$ cat src/verilog/self_program_section_control_defines.vh
// constants for the self-programming section control block
`ifndef SELF_PROGRAM_SECTION_CONTROL_DEFINES_VH
`define SELF_PROGRAM_SECTION_CONTROL_DEFINES_VH

// flash word address width (16k words)
`define ADDR_W             14
// fixed first word of the no-concurrent-read region
`define NCR_START          14'h3800
// boot region start per boot size fuse code 3..0
`define BOOT_START_SZ3     14'h3f00
`define BOOT_START_SZ2     14'h3e00
`define BOOT_START_SZ1     14'h3c00
`define BOOT_START_SZ0     14'h3800
// lock pair encodings (1 = unprogrammed)
`define LOCK_NONE          2'h3
`define LOCK_NO_WRITE      2'h2
`define LOCK_NO_WR_RD      2'h0
`define LOCK_NO_READ       2'h1
// operation codes
`define OP_ERASE           2'h1
`define OP_WRITE           2'h2
`define OP_LOCK            2'h3

`endif

$ cat src/verilog/self_program_section_control.v
// self-programming section access and protection control
`timescale 1ns/1ps
`include "self_program_section_control_defines.vh"

// Behaviour
// flash split into application and boot regions
// boot size fuses set region sizes
// store-program only starts from boot region
// boot code may target any address
// fixed concurrent and no-concurrent regions exist
// concurrent-region update keeps core running
// no-concurrent-region update halts core
// concurrent region unreadable while programming
// core avoids concurrent region while busy
// boot region always inside no-concurrent region
// busy flag reads one while blocked
// software clears busy flag after completion
// disable or move interrupts during update
// application protection from lock set 0
// boot protection from lock set 1
// lock pairs programmed independently
// boot code may rewrite boot pages
// four lock modes per pair encoding
// boot pair load blocking applies to application
// locks only set; cleared by chip erase
// target address captured at start
// halt released cycle after completion
module self_program_section_control (
    input  wire                 clk_i,
    input  wire                 rstn_i,
    input  wire                 ce_i,
    input  wire [1:0]           boot_size_fuses_i,
    input  wire [1:0]           lock_init_app_i,
    input  wire [1:0]           lock_init_boot_i,
    input  wire                 chip_erase_i,
    input  wire [`ADDR_W-1:0]   exec_addr_i,
    input  wire                 store_program_instr_i,
    input  wire [1:0]           store_op_i,
    input  wire [`ADDR_W-1:0]   store_addr_i,
    input  wire [3:0]           lock_wdata_i,
    input  wire                 load_req_i,
    input  wire [`ADDR_W-1:0]   load_addr_i,
    input  wire                 fetch_req_i,
    input  wire [`ADDR_W-1:0]   fetch_addr_i,
    input  wire                 busy_flag_clear_i,
    input  wire                 flash_done_i,
    output reg                  flash_start_o,
    output reg  [1:0]           flash_op_o,
    output reg  [`ADDR_W-1:0]   flash_addr_o,
    output reg                  core_halt_o,
    output reg                  store_rejected_o,
    output reg                  load_allowed_o,
    output reg                  fetch_valid_o,
    output reg                  concurrent_section_busy_flag_o,
    output reg  [1:0]           app_lock_o,
    output reg  [1:0]           boot_lock_o
);

    // idle takes stores; prog waits for the engine's done
    // pulse and drops any further store silently
    // (the core is either halted or running far code then)
    localparam ST_IDLE = 2'h0;
    localparam ST_PROG = 2'h1;

    // registered state, plus the combinational boot start decode
    reg  [1:0]          state;
    reg                 prog_in_ncr;
    reg                 locks_loaded;
    reg  [`ADDR_W-1:0]  boot_start;
    // address and lock decode
    wire                exec_in_boot;
    wire                tgt_in_boot;
    wire                tgt_in_ncr;
    wire                load_in_boot;
    wire                load_in_ncr;
    wire                fetch_in_ncr;
    wire [1:0]          tgt_lock;
    wire                write_ok;
    wire [1:0]          load_lock;
    wire                load_cross;
    wire                load_lock_ok;
    // store decode strobes
    wire [3*`ADDR_W-1:0] chan_addr;
    wire [2:0]          chan_in_ncr;
    wire                store_seen;
    wire                op_lock;
    wire                op_prog;
    wire                op_reject;
    wire                prog_done;
    wire                ncr_blocked;
    wire                clear_ok;
    genvar              ch;

    // boundary from boot size fuses
    always @* begin
        case (boot_size_fuses_i)
            2'h3:    boot_start = `BOOT_START_SZ3;
            2'h2:    boot_start = `BOOT_START_SZ2;
            2'h1:    boot_start = `BOOT_START_SZ1;
            default: boot_start = `BOOT_START_SZ0;
        endcase
    end

    // fixed split compare per address channel
    // every boot start sits at or above the split
    assign chan_addr = {fetch_addr_i, load_addr_i, store_addr_i};
    generate
        for (ch = 0; ch < 3; ch = ch + 1) begin : g_chan
            assign chan_in_ncr[ch] = (chan_addr[ch*`ADDR_W +: `ADDR_W] >= `NCR_START);
        end
    endgenerate

    // channel 0 store, 1 load, 2 fetch
    assign tgt_in_ncr   = chan_in_ncr[0];
    assign load_in_ncr  = chan_in_ncr[1];
    assign fetch_in_ncr = chan_in_ncr[2];

    // boot region compares against the fuse boundary
    assign exec_in_boot = (exec_addr_i >= boot_start);
    assign tgt_in_boot  = (store_addr_i >= boot_start);
    assign load_in_boot = (load_addr_i >= boot_start);

    // write blocked when the low lock bit is programmed
    // modes 11 and 01 leave writes open
    assign tgt_lock = tgt_in_boot ? boot_lock_o : app_lock_o;
    assign write_ok = (tgt_lock == `LOCK_NONE) || (tgt_lock == `LOCK_NO_READ);

    // load blocked only when crossing into the other region
    // modes 11 and 10 leave loads open
    assign load_lock    = load_in_boot ? boot_lock_o : app_lock_o;
    assign load_cross   = (load_in_boot != exec_in_boot);
    assign load_lock_ok = !load_cross || (load_lock == `LOCK_NONE)
                          || (load_lock == `LOCK_NO_WRITE);

    // store decode, only while idle with locks valid;
    // a store in any other cycle is dropped silently
    // and chip erase takes the cycle over a store
    assign store_seen  = (state == ST_IDLE) && store_program_instr_i
                         && !chip_erase_i && locks_loaded;
    // lock-set and page operations need boot region code
    assign op_lock     = store_seen && exec_in_boot && (store_op_i == `OP_LOCK);
    assign op_prog     = store_seen && exec_in_boot && write_ok
                         && (store_op_i == `OP_ERASE || store_op_i == `OP_WRITE);
    assign op_reject   = store_seen && !op_lock && !op_prog;
    assign prog_done   = (state == ST_PROG) && flash_done_i;
    assign ncr_blocked = (state == ST_PROG) && prog_in_ncr;
    // set beats clear: a clear is dropped in a store cycle
    assign clear_ok    = (state == ST_IDLE) && busy_flag_clear_i && !store_seen;

    // sequencer: idle until a page operation, then wait for done
    always @(posedge clk_i) begin
        if (!rstn_i) begin
            state <= ST_IDLE;
        end else if (ce_i) begin
            case (state)
                ST_IDLE: begin
                    if (op_prog) begin
                        state <= ST_PROG;
                    end
                end
                ST_PROG: begin
                    if (flash_done_i) begin
                        state <= ST_IDLE;
                    end
                end
                default: begin
                    state <= ST_IDLE;
                end
            endcase
        end
    end

    // start pulse for the engine, one cycle per accepted page operation
    always @(posedge clk_i) begin
        if (!rstn_i) begin
            flash_start_o <= 1'b0;
        end else if (ce_i) begin
            flash_start_o <= op_prog;
        end
    end

    // any target whose lock pair allows writes is accepted, boot pages included
    // operation and address latched at start, so the
    // core may reuse its pointer while the page is busy
    always @(posedge clk_i) begin
        if (!rstn_i) begin
            flash_op_o   <= 2'h0;
            flash_addr_o <= {`ADDR_W{1'b0}};
            prog_in_ncr  <= 1'b0;
        end else if (ce_i) begin
            if (op_prog) begin
                flash_op_o   <= store_op_i;
                flash_addr_o <= store_addr_i;
                prog_in_ncr  <= tgt_in_ncr;
            end
        end
    end

    // halt the core for a no-concurrent target
    // a concurrent target leaves the core running
    // halt dropped the cycle after done
    always @(posedge clk_i) begin
        if (!rstn_i) begin
            core_halt_o <= 1'b0;
        end else if (ce_i) begin
            if (op_prog) begin
                core_halt_o <= tgt_in_ncr;
            end else if (prog_done) begin
                core_halt_o <= 1'b0;
            end
        end
    end

    // one-cycle reject pulse for refused stores
    always @(posedge clk_i) begin
        if (!rstn_i) begin
            store_rejected_o <= 1'b0;
        end else if (ce_i) begin
            store_rejected_o <= op_reject;
        end
    end

    // busy flag set at every start
    // held until software clears it back in idle
    // a clear in the start cycle is lost on purpose
    always @(posedge clk_i) begin
        if (!rstn_i) begin
            concurrent_section_busy_flag_o <= 1'b0;
        end else if (ce_i) begin
            if (op_prog) begin
                concurrent_section_busy_flag_o <= 1'b1;
            end else if (clear_ok) begin
                concurrent_section_busy_flag_o <= 1'b0;
            end
        end
    end

    // locks valid from the first enabled edge after reset;
    // stores wait for this so no check uses the reset value
    always @(posedge clk_i) begin
        if (!rstn_i) begin
            locks_loaded <= 1'b0;
        end else if (ce_i) begin
            locks_loaded <= 1'b1;
        end
    end

    // application pair: load once, erase to ones
    // a lock-set only clears bits of this pair
    always @(posedge clk_i) begin
        if (!rstn_i) begin
            app_lock_o <= `LOCK_NONE;
        end else if (ce_i) begin
            if (chip_erase_i && state == ST_IDLE) begin
                app_lock_o <= `LOCK_NONE;
            end else if (!locks_loaded) begin
                app_lock_o <= lock_init_app_i;
            end else if (op_lock) begin
                app_lock_o <= app_lock_o & lock_wdata_i[1:0];
            end
        end
    end

    // boot pair: load once, erase to ones
    // a lock-set only clears bits of this pair
    always @(posedge clk_i) begin
        if (!rstn_i) begin
            boot_lock_o <= `LOCK_NONE;
        end else if (ce_i) begin
            if (chip_erase_i && state == ST_IDLE) begin
                boot_lock_o <= `LOCK_NONE;
            end else if (!locks_loaded) begin
                boot_lock_o <= lock_init_boot_i;
            end else if (op_lock) begin
                boot_lock_o <= boot_lock_o & lock_wdata_i[3:2];
            end
        end
    end

    // fetch answer: nothing while the core is halted,
    // and nothing from the concurrent region while busy
    always @(posedge clk_i) begin
        if (!rstn_i) begin
            fetch_valid_o <= 1'b0;
        end else if (ce_i) begin
            fetch_valid_o <= fetch_req_i && !ncr_blocked
                             && !(concurrent_section_busy_flag_o && !fetch_in_ncr);
        end
    end

    // load answer: lock pair of the read region
    // applies only when the load crosses regions
    always @(posedge clk_i) begin
        if (!rstn_i) begin
            load_allowed_o <= 1'b0;
        end else if (ce_i) begin
            load_allowed_o <= load_req_i && load_lock_ok
                              && !ncr_blocked
                              && !(concurrent_section_busy_flag_o && !load_in_ncr);
        end
    end

endmodule // self_program_section_control

$ cat config.mk
export PLATFORM = sky130hd
export DESIGN_NAME = self_program_section_control
export DESIGN_NICKNAME = d
export VERILOG_FILES = /design/src/verilog/self_program_section_control.v
export VERILOG_INCLUDE_DIRS = /design/src /design/src/verilog
export SDC_FILE = /design/constraint.sdc
export NUM_CORES = 1
export LEC_CHECK = 0
export ABC_CLOCK_PERIOD_IN_PS = 5630
export BUFFER_PORTS_ARGS = -buffer_cell sky130_fd_sc_hd__buf_2
export CORE_MARGIN = 2
export CORE_UTILIZATION = 32
export CTS_CLUSTER_DIAMETER = 100
export CTS_CLUSTER_SIZE = 8
export DETAILED_ROUTE_END_ITERATION = 16
export PLACE_DENSITY = 0.67
export SLEW_MARGIN = 20
export SYNTH_ARGS = -nofsm -noshare
export SYNTH_HDL_FRONTEND = slang
export SYNTH_SLANG_ARGS = --single-unit
export TNS_END_PERCENT = 100
$ cat constraint.sdc
create_clock -name clk_i -period 5.63 [get_ports clk_i]
set_input_delay 0.2815 -clock clk_i [delete_from_list [all_inputs] [get_ports clk_i]]
set_output_delay 0.2815 -clock clk_i [all_outputs]
set_load 0.02 [all_outputs]
==> summary.md <==
| Metric | Value |
|---|---|
| Initial antenna violation count | `0` |
| Clk root buf | `clkbuf_8` |
| Leakage | `1.08 nW` |
| Global-route wire length before repair | `7180 um` |
| Clk_lat worst skew | `0.27 ns` |
| Hold_ws | `0.259 ns` |
| Total CTS buffers | `5` |
| Slew headroom | `44.5%` |
| Final wirelength | `4310 um` |
| Final instance area | `2280 um2` |
| Worst Skew | `0.00500 ns` |
| Post-layout total power | `0.475 mW` |
| Die ar. | `5850 um2` |
| WP data arrival | `2.54 ns` |
| DIE HEIGHT | `76.5 um` |
| Avg Inst Size Synth | `8.41 um2` |
| Clock slew at reported path FFs | `0.06 ns` |
| Layout fillers | `549` |
| Iter 0 DRT Violations | `40` |
| Post-synth top flop | `dfxtp_1` |
| HP Class | `in -> reg` |
| Post-synthesis sequential area ratio | `34.5%` |
| Fin. Hold Viols | `0` |
| Sink Count | `29` |
| Number of synthesized flops with an enable pin | `0` |
| Via count | `1721` |
| Final ANT Viol Nets | `0` |
| Post-synth cell types | `45` |
| Max IR drop VDD | `0.0847 mV` |
| TritonCTS clock tree | `yes` |
| Top cell type by total area after synthesis | `dfxtp_1` |
| GP Congestion | `0.723` |
| Largest net degree at the start of global routing | `48` |
| Via count of the first global-routing pass | `1638` |
| Post-DP HPWL | `3470 um` |
| DRT Pass-1 Iters | `4` |
| Syn Std Cell Area | `1680 um2` |
| Post-cts resize count | `0` |
| Synth Instances | `200` |
| Number of remaining DRC errors | `0` |
| GRT overflow | `0` |
| Setup TNS | `0 ns` |
| Final setup margin | `3.30 ns` |
| Nets | `376` |
| Dpl ws | `2.97 ns` |
| Final Setup Violations | `0` |
| Crit path required time | `5.83 ns` |
| Final Non-Filler Cells | `360` |
| Layout cells sized above 1 | `36.9%` |
| Placed cell area | `2180 um2` |
| Setup crit end kind | `flip-flop` |
| Most frequent cells in the layout | `buf_2, nand2_1, dfxtp_1, nand3_1, mux2i_1` |
| Top post-synthesis cells by area | `dfxtp_1, nand2_1, mux2i_1` |
| Synthesis-to-layout area growth | `35.4%` |
| CTS hold repair buffers | `0` |
| Startpoint types | `input port` |
| # H-tree levels | `2` |
| Number of synthesized register bits | `29` |
| Status | `finished, final reports clean` |
| Async SR Flop Fraction | `0%` |
| Die Wd | `76.5 um` |
| Highest clock rate | `428 MHz` |
| Total GRT Usage | `15.0%` |
| Crit-path max FO | `21` |
| Most common cell after layout, fill and taps aside | `buf_2` |
| Setup Crit Path Kind | `in -> reg` |
| Via/cell ratio | `4.78` |
| Buffers on Ports | `91` |
| # diodes | `0` |
| Wire length per cell | `12.0 um` |
| Post-route minimum period | `2.33 ns` |
| Cells after DPL | `352` |
| Core ar. | `5070 um2` |
| Power per cell area | `209 nW/um2` |
| Initial Utilization | `33.1%` |
| Fin. max-slew vios | `0` |
| Final period utilization | `41.5%` |
| Core Util, Final | `44.9%` |
| RSZ-0062 raised after global routing | `no` |
| Total nets after synthesis | `287` |
| # IOs | `103` |
| Top cell type's share of synthesized area | `34.5%` |
| Maxcap violations | `0` |
| Buffer depth of the longest clock path | `2` |
| Worst-Margin Slew | `0.830 ns` |
| Yosys warns | `0` |
| Num rows | `26` |
| Post-CTS setup buffers | `0` |
## area by class of cell
class                      instances  area, um2  share of cell area (%)
tap                               70       87.6                    3.85
inverter                           9       33.8                    1.48
timing repair buffer              91        455                    20.0
multi-input combinational        153       1020                    44.7
clock buffer                       7       96.3                    4.23
sequential                        29        581                    25.5
clock inverter                     1       5.00                   0.220
## final timing paths
path                        start               to  slack, ns  cells past startpoint
max          boot_size_fuses_i[1]  flash_addr_o[1]       3.30                      8
min               store_addr_i[0]  flash_addr_o[0]       0.26                      3
max reg2reg          locks_loaded  flash_addr_o[1]       3.53                      4
min reg2reg           prog_in_ncr      prog_in_ncr       0.45                      2
## Yosys cell counts, types with 2 or more instances
cell type / count
nand2_1: 50
dfxtp_1: 29
mux2i_1: 16
nand3_1: 16
ha_1: 10
inv_1: 9
clkbuf_1: 7
o21ai_0: 6
nor2b_1: 5
a22o_1: 4
a21oi_1: 3
o21a_1: 3
o21ai_1: 3
and2_1: 2
and3_1: 2
buf_6: 2
nand4_1: 2
nor2_1: 2
nor4_1: 2
nor4bb_1: 2
## power breakdown
group	switching [mW]	internal (mW)
Combinational	0.0396	0.0363
Sequential	0.00436	0.209
Clock	0.0756	0.110
Total	0.120	0.356
## metal layers
layer | vias up | track usage (%) | wire, um
li1 | 893 | - | -
met1 | 763 | 18.2 | 1890
met2 | 63 | 25.8 | 2120
met3 | 2 | 3.55 | 276
met4 | 0 | 5.45 | 27
met5 | - | 0 | 0
## state kept, by name (all words and copies together) (netlist names)
| name | flops |
|---|---|
| boot_lock_o | 2 |
| app_lock_o | 2 |
| store_rejected_o | 1 |
| flash_addr_o | 14 |
| fetch_valid_o | 1 |
| flash_op_o | 2 |
| state | 1 |
| locks_loaded | 1 |
| flash_start_o | 1 |
| load_allowed_o | 1 |
| concurrent_section_busy_flag_o | 1 |
| prog_in_ncr | 1 |
| core_halt_o | 1 |
## critical path, stage by stage
cell and delay [ns]:
buf_2 0.11, nor2_1 0.23, ha_1 0.31, a21oi_1 0.13, o21ai_1 0.12, a211o_2 0.39, a21oi_4 0.68, mux2i_1 0.27
## kinds of logic (layout without fill, tap and decap cells)
family | count (synthesis) | in the layout | share of synthesized area (%)
adders and majority gates | 10 | 10 | 7.44
and+or+nand+nor | 94 | 94 | 28.5
AOI/OAI and AO/OA | 33 | 33 | 15.1
buffers and inverters | 18 | 108 | 4.91
muxes | 16 | 16 | 9.52
DFF | 29 | 29 | 34.5
(Power assumes the default switching activity.)
